[src/core/csbi_pkg.sv]
// constants for the chip select and bus interface block
package csbi_pkg;
   // -----------------------------------------------------------------
   // decode table sizes
   // -----------------------------------------------------------------
   localparam int CS_DEC_BITS  = 5;
   localparam int CS_DEC_ROWS  = 32;
   localparam int CS_INT_NUM   = 6;
   localparam int CS_MB_NUM    = 4;
   localparam int CS_OUT_NUM   = 10;
   // internal select indices
   localparam int SEL_FDC_CTRL = 0;
   localparam int SEL_FDC_STAT = 1;
   localparam int SEL_FDC_DATA = 2;
   localparam int SEL_FDC_OPS  = 3;
   localparam int SEL_RTC_ADDR = 4;
   localparam int SEL_RTC_DATA = 5;
   localparam int SEL_IDE_HI   = 6;
   // -----------------------------------------------------------------
   // data path sizes and reset values
   // -----------------------------------------------------------------
   localparam int DATA_W       = 8;
   localparam int RTC_DEPTH    = 128;
   localparam int RTC_AW       = 7;
   localparam logic [7:0] BYTE_RESET  = 8'h00;
   localparam logic [7:0] STAT_IDLE   = 8'h80;
   localparam logic [9:0] CS_NONE     = 10'h000;
   // default decode table: one select per combination, rest none
   localparam logic [9:0] CS_TABLE_DEFAULT [CS_DEC_ROWS] = '{
      10'h001, 10'h002, 10'h004, 10'h008, 10'h010, 10'h020, 10'h040, 10'h080,
      10'h100, 10'h200, 10'h000, 10'h000, 10'h000, 10'h000, 10'h000, 10'h000,
      10'h000, 10'h000, 10'h000, 10'h000, 10'h000, 10'h000, 10'h000, 10'h000,
      10'h000, 10'h000, 10'h000, 10'h000, 10'h000, 10'h000, 10'h000, 10'h000};
   // -----------------------------------------------------------------
   // timing
   // -----------------------------------------------------------------
   localparam int CLK_HZ       = 20000000;
   localparam int BUS_MAX_HZ   = 12000000;
   localparam int WAIT_STATES  = 0;
endpackage : csbi_pkg

[src/core/csbi_top.sv]
// chip select decoder and host data path
`timescale 1ns/1ps
`default_nettype none
module csbi_top #(
   parameter logic [9:0] CS_TABLE [csbi_pkg::CS_DEC_ROWS] = csbi_pkg::CS_TABLE_DEFAULT
) (
   input  wire logic       clk,
   input  wire logic       resetn,
   input  wire logic       addr_latch_en,
   input  wire logic       decode_output_enable,
   input  wire logic       dma_ack_decode_inhibit,
   input  wire logic       decode_input_low,
   input  wire logic       decode_input_high,
   input  wire logic [2:0] region_address_bits,
   input  wire logic       io_read_n,
   input  wire logic       io_write_n,
   input  wire logic [7:0] at_data_in,
   output logic [7:0]      at_data_out,
   output logic            at_data_oe,
   input  wire logic       ide_bit7_in,
   output logic            ide_bit7_out,
   output logic            ide_bit7_oe,
   output logic [3:0]      mb_cs_n,
   output logic [7:0]      fdc_ctrl_reg,
   output logic [7:0]      fdc_ops_reg,
   output logic [7:0]      fdc_cmd_data,
   output logic            fdc_cmd_strobe,
   output logic [7:0]      fdc_stat_wr_reg,
   input  wire logic [7:0] fdc_status_in,
   input  wire logic [7:0] fdc_result_in
);
   // ---------------------------------------------------------------
   // select decode unit: input latches
   // ---------------------------------------------------------------
   logic       en_hold_reg;
   logic       dlo_hold_reg;
   logic       dhi_hold_reg;
   logic [2:0] ra_hold_reg;
   logic       ale_prev_reg;
   wire        ale_fall = ale_prev_reg & ~addr_latch_en;

   always_ff @(posedge clk) begin
      if (!resetn) begin
         ale_prev_reg <= 1'b1;
      end else begin
         ale_prev_reg <= addr_latch_en;
      end
   end

   always_ff @(posedge clk) begin
      if (!resetn) begin
         en_hold_reg <= 1'b0;
      end else if (addr_latch_en) begin
         en_hold_reg <= decode_output_enable;
      end
   end

   always_ff @(posedge clk) begin
      if (!resetn) begin
         dlo_hold_reg <= 1'b0;
      end else if (addr_latch_en) begin
         dlo_hold_reg <= decode_input_low;
      end
   end

   always_ff @(posedge clk) begin
      if (!resetn) begin
         dhi_hold_reg <= 1'b0;
      end else if (addr_latch_en) begin
         dhi_hold_reg <= decode_input_high;
      end
   end

   always_ff @(posedge clk) begin
      if (!resetn) begin
         ra_hold_reg <= 3'h0;
      end else if (addr_latch_en) begin
         ra_hold_reg <= region_address_bits;
      end
   end

   // ---------------------------------------------------------------
   // select decode unit: transparent path
   // ---------------------------------------------------------------
   // transparent while high, frozen after the falling edge
   wire       en_eff  = addr_latch_en ? decode_output_enable : en_hold_reg;
   wire       dlo_eff = addr_latch_en ? decode_input_low : dlo_hold_reg;
   wire       dhi_eff = addr_latch_en ? decode_input_high : dhi_hold_reg;
   wire [2:0] ra_eff  = addr_latch_en ? region_address_bits : ra_hold_reg;
   wire       unused_fall = ale_fall;

   // ---------------------------------------------------------------
   // select decode unit: table lookup
   // ---------------------------------------------------------------
   wire [4:0] dec_index = {dhi_eff, dlo_eff, ra_eff};
   wire [9:0] table_sel = CS_TABLE[dec_index];

   // ---------------------------------------------------------------
   // select decode unit: gating
   // ---------------------------------------------------------------
   wire       dec_ok    = en_eff & ~dma_ack_decode_inhibit;
   wire [9:0] cs_vec    = dec_ok ? table_sel : csbi_pkg::CS_NONE;
   wire [6:0] int_sel   = cs_vec[6:0];
   wire       any_int   = |int_sel;

   // ---------------------------------------------------------------
   // select decode unit: one name per internal cell
   // ---------------------------------------------------------------
   wire sel_ctrl  = int_sel[csbi_pkg::SEL_FDC_CTRL];
   wire sel_stat  = int_sel[csbi_pkg::SEL_FDC_STAT];
   wire sel_data  = int_sel[csbi_pkg::SEL_FDC_DATA];
   wire sel_ops   = int_sel[csbi_pkg::SEL_FDC_OPS];
   wire sel_index = int_sel[csbi_pkg::SEL_RTC_ADDR];
   wire sel_mem   = int_sel[csbi_pkg::SEL_RTC_DATA];
   wire sel_drive = int_sel[csbi_pkg::SEL_IDE_HI];

   // ---------------------------------------------------------------
   // board selects, active low, spare bit held inactive
   // ---------------------------------------------------------------
   wire [2:0] board_sel_n;
   genvar gb;
   generate
      for (gb = 0; gb < 3; gb = gb + 1) begin : g_board
         assign board_sel_n[gb] = ~cs_vec[7 + gb];
      end
   endgenerate
   assign mb_cs_n = {1'b1, board_sel_n};

   // ---------------------------------------------------------------
   // data path unit: strobes
   // ---------------------------------------------------------------
   wire rd_act = ~io_read_n & any_int;
   wire wr_act = ~io_write_n & any_int;
   logic wr_prev_reg;
   wire  wr_start = wr_act & ~wr_prev_reg;

   // ---------------------------------------------------------------
   // data path unit: write enables per cell
   // ---------------------------------------------------------------
   wire wr_ctrl  = wr_act & sel_ctrl;
   wire wr_stat  = wr_act & sel_stat;
   wire wr_data  = wr_act & sel_data;
   wire wr_ops   = wr_act & sel_ops;
   wire wr_index = wr_act & sel_index;
   wire cmd_go   = wr_start & sel_data;

   // ---------------------------------------------------------------
   // internal cells
   // ---------------------------------------------------------------
   logic [7:0] rtc_mem_reg [csbi_pkg::RTC_DEPTH];
   logic [6:0] rtc_index_reg;
   logic [7:0] cmd_data_reg;
   logic       cmd_strobe_reg;
   logic [7:0] ctrl_reg;
   logic [7:0] ops_reg;
   logic [7:0] stat_wr_reg;

   // ---------------------------------------------------------------
   // write edge tracker and command strobe
   // ---------------------------------------------------------------
   always_ff @(posedge clk) begin
      if (!resetn) begin
         wr_prev_reg    <= 1'b0;
         cmd_strobe_reg <= 1'b0;
      end else begin
         wr_prev_reg    <= wr_act;
         cmd_strobe_reg <= cmd_go;
      end
   end

   // ---------------------------------------------------------------
   // floppy control byte
   // ---------------------------------------------------------------
   always_ff @(posedge clk) begin
      if (!resetn) begin
         ctrl_reg <= csbi_pkg::BYTE_RESET;
      end else if (wr_ctrl) begin
         ctrl_reg <= at_data_in;
      end
   end

   // ---------------------------------------------------------------
   // floppy operations byte
   // ---------------------------------------------------------------
   always_ff @(posedge clk) begin
      if (!resetn) begin
         ops_reg <= csbi_pkg::BYTE_RESET;
      end else if (wr_ops) begin
         ops_reg <= at_data_in;
      end
   end

   // ---------------------------------------------------------------
   // floppy status write byte
   // ---------------------------------------------------------------
   always_ff @(posedge clk) begin
      if (!resetn) begin
         stat_wr_reg <= csbi_pkg::BYTE_RESET;
      end else if (wr_stat) begin
         stat_wr_reg <= at_data_in;
      end
   end

   // ---------------------------------------------------------------
   // floppy command data byte
   // ---------------------------------------------------------------
   always_ff @(posedge clk) begin
      if (!resetn) begin
         cmd_data_reg <= csbi_pkg::BYTE_RESET;
      end else if (wr_data) begin
         cmd_data_reg <= at_data_in;
      end
   end

   // ---------------------------------------------------------------
   // clock memory index
   // ---------------------------------------------------------------
   always_ff @(posedge clk) begin
      if (!resetn) begin
         rtc_index_reg <= 7'h00;
      end else if (wr_index) begin
         rtc_index_reg <= at_data_in[6:0];
      end
   end

   // ---------------------------------------------------------------
   // clock memory, 128 byte locations
   // ---------------------------------------------------------------
   genvar gi;
   generate
      for (gi = 0; gi < csbi_pkg::RTC_DEPTH; gi = gi + 1) begin : g_rtc
         always_ff @(posedge clk) begin
            if (!resetn) begin
               rtc_mem_reg[gi] <= csbi_pkg::BYTE_RESET;
            end else if (wr_act && int_sel[csbi_pkg::SEL_RTC_DATA] &&
                         rtc_index_reg == 7'(gi)) begin
               rtc_mem_reg[gi] <= at_data_in;
            end
         end
      end
   endgenerate

   // ---------------------------------------------------------------
   // read selection
   // ---------------------------------------------------------------
   wire [7:0] mem_byte   = rtc_mem_reg[rtc_index_reg];
   wire [7:0] index_byte = {1'b0, rtc_index_reg};

   // ---------------------------------------------------------------
   // drive port bit 7 toward the bus
   // ---------------------------------------------------------------
   wire [7:0] drive_byte = {ide_bit7_in, 7'h00};

   // ---------------------------------------------------------------
   // read byte choice
   // ---------------------------------------------------------------
   wire [7:0] rd_byte =
      sel_stat  ? fdc_status_in :
      sel_data  ? fdc_result_in :
      sel_ctrl  ? ctrl_reg :
      sel_ops   ? ops_reg :
      sel_index ? index_byte :
      sel_mem   ? mem_byte :
      sel_drive ? drive_byte :
      csbi_pkg::BYTE_RESET;

   // ---------------------------------------------------------------
   // data path unit: bus drive
   // ---------------------------------------------------------------
   // combinational path keeps zero wait states
   assign at_data_out = rd_act ? rd_byte : csbi_pkg::BYTE_RESET;
   assign at_data_oe  = rd_act;

   // ---------------------------------------------------------------
   // drive port bit 7
   // ---------------------------------------------------------------
   assign ide_bit7_out = at_data_in[7];
   assign ide_bit7_oe  = ~io_write_n & sel_drive;

   // ---------------------------------------------------------------
   // register outputs
   // ---------------------------------------------------------------
   assign fdc_ctrl_reg    = ctrl_reg;
   assign fdc_ops_reg     = ops_reg;
   assign fdc_stat_wr_reg = stat_wr_reg;
   assign fdc_cmd_data    = cmd_data_reg;
   assign fdc_cmd_strobe  = cmd_strobe_reg;
endmodule : csbi_top
`default_nettype wire

[config.mk]
export PLATFORM = sky130hd
export DESIGN_NAME = csbi_top
export DESIGN_NICKNAME = d
export VERILOG_FILES = /design/src/core/csbi_pkg.sv /design/src/core/csbi_top.sv
export SDC_FILE = /design/constraint.sdc
export NUM_CORES = 2
export LEC_CHECK = 0
export BUFFER_PORTS_ARGS = -buffer_cell sky130_fd_sc_hd__buf_2
export CAP_MARGIN = 30
export CORE_AREA = 4 4 261 314
export DETAILED_ROUTE_END_ITERATION = 16
export DIE_AREA = 0 0 265 318
export PLACE_DENSITY = 0.84
export REMOVE_ABC_BUFFERS = 1
export SKIP_CTS_REPAIR_TIMING = 1
export SLEW_MARGIN = 0
export SYNTH_ARGS = -nofsm -noshare
export SYNTH_HDL_FRONTEND = slang
export SYNTH_SLANG_ARGS = --single-unit
export TNS_END_PERCENT = 100
[constraint.sdc]
create_clock -name clk -period 5 [get_ports clk]
set_input_delay 1 -clock clk [delete_from_list [all_inputs] [get_ports clk]]
set_output_delay 1 -clock clk [all_outputs]
set_load 0.02 [all_outputs]
==> metrics <==
Routed WL 141400 microns; Iter 0 DRT Violations ~5700; cell area power density between 300 and 400 nW/um^2; Worst Setup EP at_data_out[4]; DRT Pass-1 Iters 9; FF+latch count, synth about 1100; TritonCTS Buffers a little under 100; final core utilization 0.6728; number of global-route vias before repair 31880; Final Max Tran Viols 0; relative slew slack 0.2535; most common cell in the netlist nor2_1; ratio of final minimum period to clock period 0.9994; crit path launch type flop; FFs w/ async S/R, synth 0; Area Growth Syn to Fin 12.74%; initial antenna violation count 14; Routed WL per cell approximately 30 microns; Num Clock Sinks around 1100; status complete, no violations; Post-synth top flop edfxtp_1; final setup fails 0; Critical Path AT 4.00 ns; Starting Density 0.5968; drt drc 0; row count about 110; DR vias between 30000 and 40000; IO Count 85; worst setup margin around 0.0031 ns; CP Class reg2out; Ys Warns 0; peak supply drop ~0.00034 V; CTS root buffer clkbuf_16; Hold Vio Cnt, Final 0; H-tree Lvls 3; first-pass GRT wire length roughly 210000 microns; Mapped Cells between 3000 and 4000; worst hold stages 1; CORE AREA between 70000 and 80000 sq um; CTS tree yes; total global-route track usage 0.3326; Pleak ~17 nW; Largest register FFs 1024; antenna-violating nets left 0; Worst Hold Class reg2reg; R2R cell count 8; Syn Area/Cell approximately 14 sq um; layout cells sized above 1 0.2207; total grt overflow 0; FF-to-FF End rtc_mem_reg[45][4]; fillcell total around 5000; maximum net fanout on the critical path 39; Final Wtd Congestion around 1.0; Via-to-Cell Ratio between 6 and 7; Die ar. 84270 sq um; DP HPWL between 90000 and 100000 microns; Synth top area share 0.6531; slew at the pin with the worst max-slew slack 1.117 ns; number of synthesized flops with an enable pin approximately 1000; Post-Syn Area roughly 47000 sq um; Clk Latency, worst-skew pair approximately 0.7 ns; Reg2Reg Launch Point en_hold_reg; R2R Setup Slk between 1 and 1.5 ns; largest area contributor in the netlist edfxtp_1; Crit. End Element output port; Worst-path clk slew about 0.070 ns; top post-synthesis cells by area edfxtp_1 65%, mux4_2 12%, nor2_1 8.6%, dfxtp_1 2.3%, clkbuf_1 2.0%; Max Root-Sink Buffers 3; unique cell type count in the Yosys netlist 73; Critical Path RT about 4.0 ns; minimum clock period ~5 ns; Max Clk Rate between 200 and 250 MHz; Die H between 300 and 400 microns; die width roughly 270 microns; top cells by count, synth 1081 x nor2_1, 1024 x edfxtp_1, 255 x clkbuf_1; nets between 3000 and 4000; Seq/Total Area, Yosys 0.6760; pre-CTS setup slack around 0.17 ns; RSZ-0062 raised after global routing no; Buffers on Ports 83; Setup Skew about 0.040 ns; max-cap viol count 0; largest net degree at the start of global routing 74
[routing by layer]
layer	up-vias	wire length [microns]	GRT usage
met5	-	80	0
met4	12	10000	0.1756
met3	665	22210	0.1166
met2	3072	65280	0.5164
met1	15710	43850	0.4160
li1	12910	-	-
[final cells by class]
cell class                 instances  area, sq um  area share
clock inverter                    47        390.4    0.007354
multi-input combinational       2004        14050      0.2647
antenna                           11        27.53   0.0005186
clock buffer                     134         2703     0.05091
tap                             1035         1295     0.02440
timing repair buffer             364         2728     0.05139
inverter                          12        45.04   0.0008486
sequential                      1078        31840      0.5999
[cell families after synthesis]
| family | after synthesis | synth area share |
|---|---|---|
| simple gates | 1324 | 0.1138 |
| compound gates | 370 | 0.05070 |
| other cells | 1 | 0.00007965 |
| flops | 1078 | 0.6760 |
| buf+inv | 328 | 0.02873 |
| mux | 309 | 0.1307 |
[worst min path at each step]
stage,startpoint,to,slack [ns]
final,wr_prev_reg,fdc_cmd_strobe,0.42
after global routing,wr_prev_reg,fdc_cmd_strobe,0.45
after CTS,wr_prev_reg,fdc_cmd_strobe,0.42
after detailed placement,wr_prev_reg,fdc_cmd_strobe,0.40
after global placement,wr_prev_reg,fdc_cmd_strobe,0.38
after floorplan,wr_prev_reg,fdc_cmd_strobe,0.38
[report_power, final]
group	switching, mW	internal (mW)	total [mW]	leakage [nW]
sequential	0.109	10.2	10.3	10.7
clock	3.31	4.09	7.40	1.50
combinational	0.430	0.234	0.664	4.56
[cells in the final DEF (no fill, tap or decap), types with 7 or more instances in the layout]
cell type / n
buf_12: 16
mux4_2: 244
nand2_1: 108
nand3b_1: 7
a22oi_1: 61
diode_2: 11
buf_2: 82
clkbuf_1: 29
clkbuf_16: 102
nand2_2: 10
o211ai_1: 8
edfxtp_1: 1024
a21oi_1: 44
o22ai_1: 18
nand3_1: 25
o21ai_1: 11
clkinv_1: 19
inv_1: 10
o221ai_1: 31
nor2_1: 1080
a22o_1: 11
clkinv_2: 13
mux2i_1: 60
nor3_1: 14
a211oi_1: 9
nor4_1: 11
dfxtp_1: 50
o21ai_0: 135
buf_4: 264
[worst max-delay path: stages (launching register included)]
cell	delay, ns
dfxtp_4	0.45
buf_4	0.54
mux4_2	0.41
a22oi_1	0.35
a21oi_1	0.13
nor4_1	0.66
or4b_2	0.25
o211ai_1	0.24
buf_2	0.26
[metrics by stage]
stage	std cells	power [mW]	hold slack, ns	setup TNS (ns)	area (sq um)
2_1_floorplan	3094	10.73	0.3752	-62.74	45780
3_3_place_gp	4482	11.06	0.3825	0	49790
3_5_place_dp	4484	11.10	0.4020	0	49810
4_1_cts	4665	18.29	0.4176	-1.286	52910
5_1_grt	4674	18.76	0.4478	0	53050
6_report	4685	18.35	0.4165	0	53080
Power figures use the tool's default switching activity.
